File: config.mk
export PLATFORM = sky130hd
export DESIGN_NAME = pfa_top
export DESIGN_NICKNAME = d
export VERILOG_FILES = /design/src/hdl/pfa_pkg.sv /design/src/hdl/pfa_sync.sv /design/src/hdl/pfa_pwm.sv /design/src/hdl/pfa_top.sv
export SDC_FILE = /design/constraint.sdc
export NUM_CORES = 1
export LEC_CHECK = 0
export ABC_AREA = 1
export ABC_CLOCK_PERIOD_IN_PS = 6850
export BUFFER_PORTS_ARGS = -buffer_cell sky130_fd_sc_hd__clkbuf_2
export CELL_PAD_IN_SITES_DETAIL_PLACEMENT = 2
export CELL_PAD_IN_SITES_GLOBAL_PLACEMENT = 2
export CORE_MARGIN = 1.5
export CORE_UTILIZATION = 38
export DETAILED_ROUTE_END_ITERATION = 7
export GPL_TIMING_DRIVEN = 0
export PLACE_DENSITY = 0.91
export SETUP_SLACK_MARGIN = 0.4
export SLEW_MARGIN = 30
export SYNTH_ARGS = -nofsm -noshare
export SYNTH_HDL_FRONTEND = slang
export SYNTH_HIERARCHICAL = 1
export SYNTH_SLANG_ARGS = --single-unit
File: constraint.sdc
create_clock -name pclk -period 6.85 [get_ports pclk]
set_input_delay 0.685 -clock pclk [delete_from_list [all_inputs] [get_ports pclk]]
set_output_delay 0.685 -clock pclk [all_outputs]
set_load 0.01 [all_outputs]
File: src/hdl/pfa_pkg.sv
/*
 * shared constants and types for the protection fet and alert control block.
 * assumes a 100 MHz pclk and an apb master with 32-bit data.
 */
package pfa_pkg;
    // register byte offsets
    localparam logic [7:0] CTRL_OFF = 8'h00;
    localparam logic [7:0] AUTO_OFF = 8'h04;
    localparam logic [7:0] BDTH_OFF = 8'h08;
    localparam logic [7:0] DPWM_OFF = 8'h0C;
    localparam logic [7:0] CPWM_OFF = 8'h10;
    localparam logic [7:0] MASK_OFF = 8'h14;
    localparam logic [7:0] LATCH_OFF = 8'h18;
    localparam logic [7:0] RAW_OFF = 8'h1C;
    localparam logic [7:0] STAT_OFF = 8'h20;
    localparam logic [7:0] RLIM_OFF = 8'h24;

    // control register fields
    localparam int C_SERIES = 0;
    localparam int C_BDP_EN = 1;
    localparam int C_MANUAL = 2;
    localparam int C_FORCE_OK = 3;
    localparam int C_DSG_BLOCK = 4;
    localparam int C_CHG_BLOCK = 5;
    localparam int C_DSG_FORCE = 6;
    localparam int C_CHG_FORCE = 7;
    localparam int C_DSG_PWM = 8;
    localparam int C_CHG_PWM = 9;
    localparam int C_REG_EN = 10;
    localparam int C_OT_SHDN = 11;
    localparam int C_REF_DIAG = 12;
    localparam int C_VSEL_LO = 13;

    // flag positions
    localparam int CELL_LOW_VOLTAGE_FAULT = 0;
    localparam int CELL_HIGH_VOLTAGE_FAULT = 1;
    localparam int DISCHARGE_HOT_FAULT = 2;
    localparam int DISCHARGE_COLD_FAULT = 3;
    localparam int DISCHARGE_CURRENT_FAULT_1 = 4;
    localparam int DISCHARGE_CURRENT_FAULT_2 = 5;
    localparam int SHORT_CIRCUIT_FAULT = 6;
    localparam int CHARGE_HOT_FAULT = 7;
    localparam int CHARGE_COLD_FAULT = 8;
    localparam int CHARGE_CURRENT_FAULT = 9;
    localparam int REF_DIAG_FAULT = 10;
    localparam int DIE_HOT_FLAG = 11;

    typedef logic [9:0] pfa_fault_t;
    typedef logic [11:0] pfa_flag_t;

    localparam pfa_flag_t DSG_GROUP = 12'h47D;
    localparam pfa_flag_t CHG_GROUP = 12'h7C2;

    // reset values
    localparam logic [15:0] CTRL_RST = 16'h1000;
    localparam pfa_flag_t AUTO_RST = 12'h7FF;
    localparam pfa_flag_t MASK_RST = 12'hFFF;
    localparam logic [15:0] BDTH_RST = 16'h0064;
    localparam logic [31:0] PWM_RST = 32'h0064_0064;
    localparam logic [31:0] RLIM_RST = 32'h07D0_06A4;

    // regulator voltage codes
    localparam logic [2:0] VSEL_1V8 = 3'h0;
    localparam logic [2:0] VSEL_2V5 = 3'h1;
    localparam logic [2:0] VSEL_3V0 = 3'h2;
    localparam logic [2:0] VSEL_3V3 = 3'h3;
    localparam logic [2:0] VSEL_5V0 = 3'h4;

    // charge pin active pull-low time
    localparam int CLK_MHZ = 100;
    localparam int CHG_PULL_US = 100;
    localparam int CHG_PULL_CYC = CHG_PULL_US * CLK_MHZ;
    localparam int PULL_W = 14;

    typedef struct packed {
        logic [15:0] off_cyc;
        logic [15:0] on_cyc;
    } pfa_pwm_s;

    typedef enum logic [2:0] {
        CHG_OFF = 3'b001,
        CHG_ON = 3'b010,
        CHG_PULL = 3'b100
    } pfa_chg_e;

    // any flag present within a group
    function automatic logic pfa_any(input pfa_flag_t f, input pfa_flag_t m);
        return |(f & m);
    endfunction : pfa_any

    // invalid voltage codes fall back to the lowest output
    function automatic logic [2:0] pfa_vsel(input logic [2:0] v);
        return (v > VSEL_5V0) ? VSEL_1V8 : v;
    endfunction : pfa_vsel
endpackage : pfa_pkg

File: src/hdl/pfa_sync.sv
/*
 * two-flop synchroniser for asynchronous levels.
 * assumes the destination clock is pclk.
 */
`timescale 1ns/10ps
module pfa_sync #(
    parameter int W = 1
) (
    input wire logic pclk,
    input wire logic presetn,
    input wire logic [W-1:0] d,
    output logic [W-1:0] q
);
    typedef struct packed {
        logic [W-1:0] s2;
        logic [W-1:0] s1;
    } pfa_sync_s;

    pfa_sync_s st_ff;
    pfa_sync_s nxt_st;

    // first stage feeds only the second
    always_comb begin
        nxt_st.s1 = d;
        nxt_st.s2 = st_ff.s1;
    end

    always_ff @(posedge pclk or negedge presetn) begin
        if (!presetn) begin
            st_ff <= '0;
        end else begin
            st_ff <= nxt_st;
        end
    end

    assign q = st_ff.s2;
endmodule : pfa_sync

File: src/hdl/pfa_pwm.sv
/*
 * on/off gate for one fet driver in pwm mode.
 * assumes periods counted in pclk cycles; gate stays high when disabled.
 */
`timescale 1ns/10ps
module pfa_pwm (
    input wire logic pclk,
    input wire logic presetn,
    input wire logic en,
    input wire pfa_pkg::pfa_pwm_s cfg,
    output logic gate
);
    typedef struct packed {
        logic on_ph;
        logic [15:0] cnt;
    } pfa_pwm_st_s;

    pfa_pwm_st_s st_ff;
    pfa_pwm_st_s nxt_st;

    // zero off time means the gate never opens
    always_comb begin
        nxt_st = st_ff;
        nxt_st.cnt = st_ff.cnt + 16'h0001;
        if (!en) begin
            nxt_st.on_ph = 1'b1;
            nxt_st.cnt = 16'h0000;
        end else if (st_ff.on_ph && st_ff.cnt + 16'h0001 >= cfg.on_cyc && cfg.off_cyc != 16'h0000) begin
            nxt_st.on_ph = 1'b0;
            nxt_st.cnt = 16'h0000;
        end else if (!st_ff.on_ph && st_ff.cnt + 16'h0001 >= cfg.off_cyc) begin
            nxt_st.on_ph = 1'b1;
            nxt_st.cnt = 16'h0000;
        end
    end

    always_ff @(posedge pclk or negedge presetn) begin
        if (!presetn) begin
            st_ff <= '{on_ph: 1'b1, cnt: 16'h0000};
        end else begin
            st_ff <= nxt_st;
        end
    end

    assign gate = st_ff.on_ph;
endmodule : pfa_pwm

File: src/hdl/pfa_top.sv
/*
 * fet driver decisions, body-diode protection, pwm gating, alarm latch
 * and external regulator enable, with an apb register slave.
 * assumes fault inputs come from same-clock protection logic, while
 * charger_present and die_hot arrive asynchronously.
 */
// Local design decisions: the address map and the APB slave port.
`timescale 1ns/10ps
// Overview of operation
// - discharge drive high only when unblocked and fault-free, or for body-diode protection
// - charge drive high only when unblocked and fault-free, or for body-diode protection
// - force-on commands act only when forcing is permitted by configuration
// - series with diode protection: discharge driver on while charging under discharge fault
// - series with diode protection: charge driver on while discharging under charge fault
// - charging or discharging judged by absolute current against programmable threshold
// - discharge off drives low and disables discharge overcurrent protections
// - charge driver off leaves overcurrent protections untouched
// - charge driver off pulls low about 100us, then releases the pin
// - both drivers offer pwm switching to limit average current
// - charge pwm only without charger; discharge pwm switches continually
// - per-protection settings choose autonomous control of the fet drivers
// - out-of-range core regulator reading raises a diagnostic fault when enabled
// - regulator stays off or enables itself on every exit from shutdown
// - regulator voltage selectable among 1.8, 2.5, 3.0, 3.3 and 5.0 volts
// - die over-temperature disables regulator and optionally requests shutdown
// - regulator returns by itself once die cools without shutdown
// - manual host mode only flags faults; host turns fets off
// - alarm pin pulled low whenever an alarm is raised
// - writable mask selects which flags may raise the alarm
// - selected flags stay latched until host clears them
// - instantaneous flags readable beside latched flags
module pfa_top #(
    parameter int unsigned CHG_PULL_CYCLES = pfa_pkg::CHG_PULL_CYC
) (
    input wire logic pclk,
    input wire logic presetn,
    input wire logic psel,
    input wire logic penable,
    input wire logic pwrite,
    input wire logic [7:0] paddr,
    input wire logic [31:0] pwdata,
    output logic [31:0] prdata,
    output logic pready,
    output logic pslverr,
    input wire pfa_pkg::pfa_fault_t fault_raw,
    input wire logic signed [15:0] cc_current,
    input wire logic [15:0] core_reg_mv,
    input wire logic core_reg_valid,
    input wire logic charger_present,
    input wire logic die_hot,
    input wire logic strap_reg_auto,
    input wire logic [2:0] strap_reg_vsel,
    output logic discharge_fet_drive,
    output logic charge_fet_drive,
    output logic charge_pull_low,
    output logic dsg_ocp_enable,
    output logic external_supply_regulator,
    output logic [2:0] regulator_vsel,
    output logic shutdown_req,
    output logic alert_o,
    output logic alert_oe
);
    typedef struct packed {
        logic loaded;
        logic [15:0] ctrl;
        pfa_pkg::pfa_flag_t auto_en;
        logic [15:0] bdth;
        pfa_pkg::pfa_pwm_s dpwm;
        pfa_pkg::pfa_pwm_s cpwm;
        pfa_pkg::pfa_flag_t mask;
        pfa_pkg::pfa_flag_t latch;
        logic [31:0] rlim;
        logic ref_bad;
        logic dsg_on;
        logic chg_on;
        pfa_pkg::pfa_chg_e chg_st;
        logic [pfa_pkg::PULL_W-1:0] pull_cnt;
        logic reg_en;
        logic shdn;
        logic alert;
        logic [31:0] prdata;
    } pfa_top_s;

    localparam logic [pfa_pkg::PULL_W-1:0] PULL_LAST = pfa_pkg::PULL_W'(CHG_PULL_CYCLES - 1);

    pfa_top_s st_ff;
    pfa_top_s nxt_st;

    logic chg_seen;
    logic hot_seen;
    logic dsg_gate;
    logic chg_gate;
    logic [15:0] cur_abs;
    logic charging;
    logic discharging;
    pfa_pkg::pfa_flag_t flags;
    pfa_pkg::pfa_flag_t autoc;
    logic dsg_fault;
    logic chg_fault;
    logic dsg_allow;
    logic chg_allow;
    logic dsg_pwm_on;
    logic chg_pwm_on;
    logic wr_acc;
    logic addr_ok;
    logic [31:0] rd_val;

    // asynchronous pin levels
    pfa_sync #(.W(2)) u_sync (
        .pclk(pclk),
        .presetn(presetn),
        .d({charger_present, die_hot}),
        .q({chg_seen, hot_seen})
    );

    // period counters, one per driver
    pfa_pwm u_dpwm (
        .pclk(pclk),
        .presetn(presetn),
        .en(dsg_pwm_on),
        .cfg(st_ff.dpwm),
        .gate(dsg_gate)
    );

    pfa_pwm u_cpwm (
        .pclk(pclk),
        .presetn(presetn),
        .en(chg_pwm_on),
        .cfg(st_ff.cpwm),
        .gate(chg_gate)
    );

    // current direction from the coulomb counter sign and magnitude
    assign cur_abs = cc_current[15] ? 16'(-cc_current) : cc_current;
    assign charging = !cc_current[15] && cur_abs > st_ff.bdth;
    assign discharging = cc_current[15] && cur_abs > st_ff.bdth;

    // full flag set: external faults plus internal diagnostics
    assign flags = {hot_seen,
                    st_ff.ref_bad && st_ff.ctrl[pfa_pkg::C_REF_DIAG],
                    fault_raw};

    // manual host mode drops all autonomous fet control
    assign autoc = st_ff.ctrl[pfa_pkg::C_MANUAL] ? '0 : st_ff.auto_en;
    assign dsg_fault = pfa_pkg::pfa_any(flags & autoc, pfa_pkg::DSG_GROUP);
    assign chg_fault = pfa_pkg::pfa_any(flags & autoc, pfa_pkg::CHG_GROUP);

    // driver decisions; force bypasses blocking and faults
    always_comb begin
        dsg_allow = !st_ff.ctrl[pfa_pkg::C_DSG_BLOCK] && !dsg_fault;
        chg_allow = !st_ff.ctrl[pfa_pkg::C_CHG_BLOCK] && !chg_fault;
        if (st_ff.ctrl[pfa_pkg::C_FORCE_OK] && st_ff.ctrl[pfa_pkg::C_DSG_FORCE]) begin
            dsg_allow = 1'b1;
        end
        if (st_ff.ctrl[pfa_pkg::C_FORCE_OK] && st_ff.ctrl[pfa_pkg::C_CHG_FORCE]) begin
            chg_allow = 1'b1;
        end
        if (st_ff.ctrl[pfa_pkg::C_SERIES] && st_ff.ctrl[pfa_pkg::C_BDP_EN]) begin
            if (charging && dsg_fault) begin
                dsg_allow = 1'b1;
            end
            if (discharging && chg_fault) begin
                chg_allow = 1'b1;
            end
        end
    end

    // a charger would hold the gate low slowly, so no charge pwm then
    assign dsg_pwm_on = st_ff.ctrl[pfa_pkg::C_DSG_PWM] && dsg_allow;
    assign chg_pwm_on = st_ff.ctrl[pfa_pkg::C_CHG_PWM] && chg_allow && !chg_seen;

    // apb decode; slave never waits
    assign wr_acc = psel && penable && pwrite;
    assign pready = 1'b1;
    assign pslverr = psel && penable && !addr_ok;

    // read mux
    always_comb begin
        addr_ok = 1'b1;
        rd_val = 32'h0000_0000;
        case (paddr)
            pfa_pkg::CTRL_OFF: rd_val = {16'h0000, st_ff.ctrl};
            pfa_pkg::AUTO_OFF: rd_val = {20'h00000, st_ff.auto_en};
            pfa_pkg::BDTH_OFF: rd_val = {16'h0000, st_ff.bdth};
            pfa_pkg::DPWM_OFF: rd_val = st_ff.dpwm;
            pfa_pkg::CPWM_OFF: rd_val = st_ff.cpwm;
            pfa_pkg::MASK_OFF: rd_val = {20'h00000, st_ff.mask};
            pfa_pkg::LATCH_OFF: rd_val = {20'h00000, st_ff.latch};
            pfa_pkg::RAW_OFF: rd_val = {20'h00000, flags};
            pfa_pkg::STAT_OFF: rd_val = {22'h000000, st_ff.alert, st_ff.shdn, st_ff.reg_en,
                                         st_ff.chg_st == pfa_pkg::CHG_PULL, st_ff.chg_on,
                                         st_ff.dsg_on, chg_seen, discharging, charging,
                                         st_ff.ref_bad};
            pfa_pkg::RLIM_OFF: rd_val = st_ff.rlim;
            default: addr_ok = 1'b0;
        endcase
    end

    // next state of the whole block
    always_comb begin
        nxt_st = st_ff;

        // read data captured in the setup cycle
        if (psel && !penable) begin
            nxt_st.prdata = rd_val;
        end

        // register writes at the access edge
        if (wr_acc) begin
            case (paddr)
                pfa_pkg::CTRL_OFF: nxt_st.ctrl = pwdata[15:0];
                pfa_pkg::AUTO_OFF: nxt_st.auto_en = pwdata[11:0];
                pfa_pkg::BDTH_OFF: nxt_st.bdth = pwdata[15:0];
                pfa_pkg::DPWM_OFF: nxt_st.dpwm = pwdata;
                pfa_pkg::CPWM_OFF: nxt_st.cpwm = pwdata;
                pfa_pkg::MASK_OFF: nxt_st.mask = pwdata[11:0];
                pfa_pkg::LATCH_OFF: nxt_st.latch = st_ff.latch & ~pwdata[11:0];
                pfa_pkg::RLIM_OFF: nxt_st.rlim = pwdata;
                default: nxt_st.prdata = st_ff.prdata;
            endcase
        end

        // first cycle after reset release: stored regulator setup
        if (!st_ff.loaded) begin
            nxt_st.loaded = 1'b1;
            nxt_st.ctrl[pfa_pkg::C_REG_EN] = strap_reg_auto;
            nxt_st.ctrl[pfa_pkg::C_VSEL_LO +: 3] = strap_reg_vsel;
        end

        // core regulator range check, held until next reading
        if (core_reg_valid) begin
            nxt_st.ref_bad = core_reg_mv < st_ff.rlim[15:0] || core_reg_mv > st_ff.rlim[31:16];
        end

        // latch selected flags; a new event beats a same-cycle clear
        nxt_st.latch = nxt_st.latch | (flags & st_ff.mask);
        nxt_st.alert = pfa_pkg::pfa_any(nxt_st.latch, st_ff.mask);

        // drivers follow allow, chopped by the pwm gate when active
        nxt_st.dsg_on = dsg_allow && (dsg_gate || !dsg_pwm_on);
        nxt_st.chg_on = chg_allow && (chg_gate || !chg_pwm_on);

        // charge pin: high, timed pull-low, then released
        case (st_ff.chg_st)
            pfa_pkg::CHG_OFF: begin
                if (nxt_st.chg_on) begin
                    nxt_st.chg_st = pfa_pkg::CHG_ON;
                end
            end
            pfa_pkg::CHG_ON: begin
                if (!nxt_st.chg_on) begin
                    nxt_st.chg_st = pfa_pkg::CHG_PULL;
                    nxt_st.pull_cnt = '0;
                end
            end
            pfa_pkg::CHG_PULL: begin
                nxt_st.pull_cnt = st_ff.pull_cnt + 1'b1;
                if (nxt_st.chg_on) begin
                    nxt_st.chg_st = pfa_pkg::CHG_ON;
                end else if (st_ff.pull_cnt >= PULL_LAST) begin
                    nxt_st.chg_st = pfa_pkg::CHG_OFF;
                end
            end
            default: nxt_st.chg_st = pfa_pkg::CHG_OFF;
        endcase

        // regulator: configured enable gated by die temperature
        nxt_st.reg_en = nxt_st.ctrl[pfa_pkg::C_REG_EN] && !hot_seen && !st_ff.shdn;
        if (hot_seen && st_ff.ctrl[pfa_pkg::C_OT_SHDN]) begin
            nxt_st.shdn = 1'b1;
        end
    end

    always_ff @(posedge pclk or negedge presetn) begin
        if (!presetn) begin
            st_ff <= '{loaded: 1'b0,
                       ctrl: pfa_pkg::CTRL_RST,
                       auto_en: pfa_pkg::AUTO_RST,
                       bdth: pfa_pkg::BDTH_RST,
                       dpwm: pfa_pkg::PWM_RST,
                       cpwm: pfa_pkg::PWM_RST,
                       mask: pfa_pkg::MASK_RST,
                       latch: 12'h000,
                       rlim: pfa_pkg::RLIM_RST,
                       ref_bad: 1'b0,
                       dsg_on: 1'b0,
                       chg_on: 1'b0,
                       chg_st: pfa_pkg::CHG_OFF,
                       pull_cnt: '0,
                       reg_en: 1'b0,
                       shdn: 1'b0,
                       alert: 1'b0,
                       prdata: 32'h0000_0000};
        end else begin
            st_ff <= nxt_st;
        end
    end

    // outputs straight from state
    assign prdata = st_ff.prdata;
    assign discharge_fet_drive = st_ff.dsg_on;
    assign dsg_ocp_enable = st_ff.dsg_on;
    assign charge_fet_drive = st_ff.chg_st == pfa_pkg::CHG_ON;
    assign charge_pull_low = st_ff.chg_st == pfa_pkg::CHG_PULL;
    assign external_supply_regulator = st_ff.reg_en;
    assign regulator_vsel = pfa_pkg::pfa_vsel(st_ff.ctrl[pfa_pkg::C_VSEL_LO +: 3]);
    assign shutdown_req = st_ff.shdn;
    assign alert_o = 1'b0; // open drain: only ever pulls low
    assign alert_oe = st_ff.alert;
endmodule : pfa_top

; ---- Word-level counts from Yosys, hierarchy flattened
; Index checks and enable logic that the tools add are counted.
; Widths: inputs -> output; s select.
[totals]
elab_cells = 168
out_inout_bits = 45
register_bits = 258
[op_classes]
n_reduce_logical = 64
bitwise = 6
addsub = 4
n_eq_ne = 20
muxes = 37
order_cmp = 9
[op_table]
columns = op, n
row1 = $pmux 32 s10, 1
row2 = $mux 32, 6
row3 = $mux 164, 1
row4 = $mux 17, 7
row5 = $ge 16x16->1, 4
row6 = $mux 16, 3
row7 = $and 12x12->12, 3
row8 = $mux 12, 3
row9 = $add 16x1->16 const B, 2
row10 = $eq 8x5->1 const B, 4
row11 = $gt 16x16->1, 2
row12 = $reduce_bool 16->1, 2
row13 = $logic_and 1x1->1, 28
row14 = $pmux 14 s2, 1
row15 = $reduce_and 2->1, 9
row16 = $eq 8x4->1 const B, 2
row17 = $eq 8x6->1 const B, 2
row18 = $lt 16x16->1, 1
row19 = $neg 16->16, 1
row20 = $mux 3, 5
row21 = $add 14x1->14 const B, 1
row22 = $ge 14x14->1 const B, 1
row23 = $logic_not 1->1, 14
row24 = $not 12->12, 1
row25 = 23 further kinds, 36

; ---- Longest topological paths before layout
[depth]
depth_word = 15
mapped_depth = 24

; ---- Cells and area by module
; The synthesis kept the hierarchy.
[by_module_without_submodules]
columns = module, area_per_inst_um2, n_inst, seq_area_each_um2, cells_per_inst
row1 = pfa_top, 11641.2, 1, 5569.1, 1444
row2 = pfa_pwm, 1844.3, 2, 426.7, 271
row3 = pfa_sync, 100.1, 1, 100.1, 4

; ---- Least setup slack after synthesis
; OpenSTA, ideal clock, no wires.
[synth_timing]
path_type = input -> register
startpoint = input port cc_current[0]
endpoint = register u_dpwm/st_ff[10] (netlist name)
setup_ns = 0.072
setup_slack_ns = 3.294
stages = 23
t_required_ns = 6.778
arrival_time_ns = 3.484
cell_sequence = inv_1 -> ha_1 -> inv_1 -> nor3_1 -> nand2_1 -> nor3_1 -> nand3_1 -> o31ai_1 -> xnor2_1 -> ha_1 -> nand2_1 -> nor3_1 -> nand2_1 -> nand2_1 -> nand2_1 -> nor2_1 -> nand2_1 -> o21bai_1 -> inv_1 -> nor2_1 -> nand3_4 -> buf_6 -> nor2_1
[synth_lines]
columns = item, line_no
row1 = "start, declared", pfa_top.sv:46  ; input wire logic signed [15:0] cc_current,
row2 = "end signal, assigned", pfa_pwm.sv:39  ; st_ff <= '{on_ph: 1'b1, cnt: 16'h0000};
row3 = "end signal, assigned", pfa_pwm.sv:41  ; st_ff <= nxt_st;
row4 = "end, declared", pfa_pwm.sv:18  ; pfa_pwm_st_s st_ff;

==> run metrics <==
number of port buffers=around 140; share of the yosys chip area belonging to registers=~42%; clock buffers created by TritonCTS=34; antenna violations before repair=1; initial cell density of the core=about two fifths; CP Launch Type=input pin; Critical R2R Capture=u_dpwm/st_ff[15]; global-route usage over all layers=around two fifths; die outline area=between 40000 and 50000 um2; Metal-1 WL=between 20000 and 30000 um; Worst R2R Start=u_dpwm/st_ff[0]; final-report hold violation count=0; result of the run=completed; area grow syn2layout=17.1%; vias in the first global route=around 19000; cell type with the highest aggregate area in the netlist=sky130_fd_sc_hd__dfrtp_1; top-area cell type share of the netlist area=approximately 33%; deepest level of the CTS H-tree=2; most common cell in the synthesized netlist=sky130_fd_sc_hd__nand2_1; ranking of synthesized cells by instance count=499 x sky130_fd_sc_hd__nand2_1, 308 x sky130_fd_sc_hd__inv_1, 207 x sky130_fd_sc_hd__o21ai_0, 205 x sky130_fd_sc_hd__dfrtp_1, 115 x sky130_fd_sc_hd__ha_1; Overall Power=roughly 4200 uW; RSZ-0062 raised after global routing=no; final setup vio count=0; DRC violations left=0; fraction of final layout cells with drive strength greater than 1=between 10% and 20%; wire length of the first global-routing pass=~120000 um; PnR worst setup slack=2.08 ns; placeable core region=roughly 40000 um2; detailed-route wire length=80100 um; post-cts sizing count=0; worst setup path start=cc_current[0]; count of inserted antenna diode cells=0; combined area of all synthesized cells=roughly 15000 um2; routability cong.=~0.92; Highest Clock Rate=approximately 210 MHz; Setup Fix Bufs, Post-CTS=0; Area contributors post-synth=sky130_fd_sc_hd__dfrtp_1 33%, sky130_fd_sc_hd__nand2_1 12%, sky130_fd_sc_hd__ha_1 9.3%, sky130_fd_sc_hd__dfstp_2 9.0%, sky130_fd_sc_hd__inv_1 7.5%; data arrival time of the critical path=5.22 ns; required time at the endpoint of the critical path=7.30 ns; number of placement rows=73; R2R depth=18; Clock Tree Buf Depth=3; flop and latch count out of synthesis=between 200 and 300; total gr overflow=0; Layout Skew=between 0.04 and 0.05 ns; fin nets=between 2000 and 2500; Worst Path Class, Setup=in -> reg; share of flip-flops with an asynchronous set or reset=100%; cell area power density=233 nW/um2; worst-skew pair later-pin latency=between 0.5 and 0.6 ns; worst setup slack for register-to-register paths=approximately 3.2 ns; slew at the pin with the worst max-slew slack=between 1 and 1.5 ns; EDFF count, synth=0; maximum number of pins on one net before global-route repair=74; number of top-level design ports=about 140; peak ir drop on the vdd network=~0.00018 V; endpoint kind of the worst setup timing path=flip-flop; count of pins over their slew limit=0; Vert. Die Dim=roughly 200 um; crit-path max FO=10; dominant synthesized flop cell=sky130_fd_sc_hd__dfrtp_1; worst hold path type=in -> async; Cells after Synth=approximately 2000; Clock Sinks=~260; min cycle time layout=4.77 ns; final non-filler cell area=roughly 18000 um2; violation count after the first detailed-routing iteration=between 1000 and 1500; hold buffer count at cts=0; Detail Route met3 WL=4820 um; TritonRoute pass-1 iters=7; met2 wirelength from detailed routing=between 30000 and 40000 um; filler instances=between 4000 and 5000; synthesized area per cell=7.75 um2; Cell variety after synth=52; overall die width=roughly 200 um; post-layout utilization of the core=about 45%; final critical-path share of the clock period=between 60% and 70%; count of vias placed by the detailed router=around 16000; worst max-slew margin expressed relative to the limit=a little under a third; root cell of the clock tree=sky130_fd_sc_hd__clkbuf_16; clock tree from TritonCTS=built; worst setup timing slack at the placement stage=about 1.9 ns; placement-stage cell area=around 17000 um2; uppermost metal layer occupied by signal nets=met5; count of warnings emitted by yosys=6; DP Wirelength=52200 um; Antenna Nets Post-Route=0; Leak=0.00888 uW; wire length per cell=between 20 and 30 um; clock transition at the register clock pins on the worst setup and hold paths after CTS=roughly 0.060 ns; number of vias per cell after detailed routing=approximately 6.0; number of violations of the max-capacitance limit=0
==> through the flow <==
step                      instances  hold slack (ns)  setup TNS (ns)
after CTS                      2717            0.154               0
after detailed placement       2655            0.340               0
after global routing           2717            0.174               0
after floorplan                1991            0.331               0
final                          2717           0.0997               0
after global placement         2652            0.334          -86.32
==> sequential cells by signal, summed over array words and instances (netlist names) <==
register,flops
prdata,32
u_dpwm/gate,1
external_supply_regulator,1
discharge_fet_drive,1
alert_oe,1
u_cpwm/gate,1
shutdown_req,1
u_sync/q,2
u_sync/nxt_st,2
u_dpwm/st_ff,16
u_cpwm/st_ff,16
st_ff,184
==> worst max path at each step <==
stage | end | slack, ns
floorplan | u_dpwm/st_ff[10] | 3.29
CTS | u_dpwm/st_ff[15] | 2.21
global route | u_dpwm/st_ff[15] | 1.89
finish | u_dpwm/st_ff[15] | 2.08
global placement | st_ff[40] | -0.47
detailed placement | u_dpwm/st_ff[15] | 1.86
==> report_power, final <==
| group | total [uW] | switching, uW | internal (uW) | leakage [uW] |
|---|---|---|---|---|
| clock network | 2000 | 813 | 1190 | 0.000586 |
| logic | 523 | 360 | 163 | 0.00500 |
| registers | 1680 | 82.9 | 1600 | 0.00329 |
| total | 4200 | 1260 | 2950 | 0.00888 |
==> cell type report <==
cell class	count	area, um2	share of cell area [%]
repair buffers	139	772	4.27
plain buffers	92	533	2.95
multi-input cells	1322	7180	39.8
well taps	525	657	3.64
clock buffers	50	1050	5.84
inverters	319	1200	6.63
flip-flops and latches	258	6520	36.1
clock inverters	12	146	0.810
==> per-layer routing <==
layer	vias to the layer above	track usage, %
li1	6769	-
met1	8276	42.5
met2	854	67.6
met3	366	6.33
met4	2	28.2
met5	-	0
==> cells in the final DEF, fill, tap and decap left out, types with 14 or more instances in the layout <==
cell and count:
sky130_fd_sc_hd__a21oi_1 95, sky130_fd_sc_hd__a221oi_1 14, sky130_fd_sc_hd__buf_2 18, sky130_fd_sc_hd__buf_4 36
sky130_fd_sc_hd__clkbuf_1 39, sky130_fd_sc_hd__clkbuf_16 37, sky130_fd_sc_hd__clkbuf_2 135, sky130_fd_sc_hd__dfrtp_1 205
sky130_fd_sc_hd__dfstp_2 53, sky130_fd_sc_hd__ha_1 115, sky130_fd_sc_hd__inv_1 308, sky130_fd_sc_hd__nand2_1 499
sky130_fd_sc_hd__nand3_1 62, sky130_fd_sc_hd__nand4_1 37, sky130_fd_sc_hd__nor2_1 113, sky130_fd_sc_hd__nor3_1 16
sky130_fd_sc_hd__o21ai_0 207, sky130_fd_sc_hd__o21ai_1 51, sky130_fd_sc_hd__xor2_1 21
==> cell families after synthesis <==
family,count (synthesis),synth area share [%]
fa+ha+maj,115,9.33
buf+inv,411,11.2
simple gates,772,21.5
other cells,2,0.0487
xor+xnor,28,1.59
compound gates,404,14.0
flops,258,42.3
==> worst max-delay path: stages <==
cell and delay [ns]:
sky130_fd_sc_hd__clkbuf_2 0.08, sky130_fd_sc_hd__inv_1 0.09, sky130_fd_sc_hd__ha_1 0.17, sky130_fd_sc_hd__inv_1 0.05, sky130_fd_sc_hd__nor3_1 0.21, sky130_fd_sc_hd__nand2_1 0.12
sky130_fd_sc_hd__nor3_1 0.38, sky130_fd_sc_hd__nand3_1 0.19, sky130_fd_sc_hd__o31ai_1 0.28, sky130_fd_sc_hd__xnor2_1 0.14, sky130_fd_sc_hd__ha_1 0.31, sky130_fd_sc_hd__nand2_1 0.11
sky130_fd_sc_hd__nor3_1 0.41, sky130_fd_sc_hd__nand2_1 0.16, sky130_fd_sc_hd__nand2_1 0.12, sky130_fd_sc_hd__nand2_1 0.10, sky130_fd_sc_hd__nor2_1 0.31, sky130_fd_sc_hd__nand2_1 0.10
sky130_fd_sc_hd__o21bai_1 0.15, sky130_fd_sc_hd__inv_1 0.10, sky130_fd_sc_hd__nor2_1 0.39, sky130_fd_sc_hd__nand3_4 0.20, sky130_fd_sc_hd__buf_6 0.20, sky130_fd_sc_hd__nor2_1 0.16
Note: power is estimated with default switching activity, not from simulation.
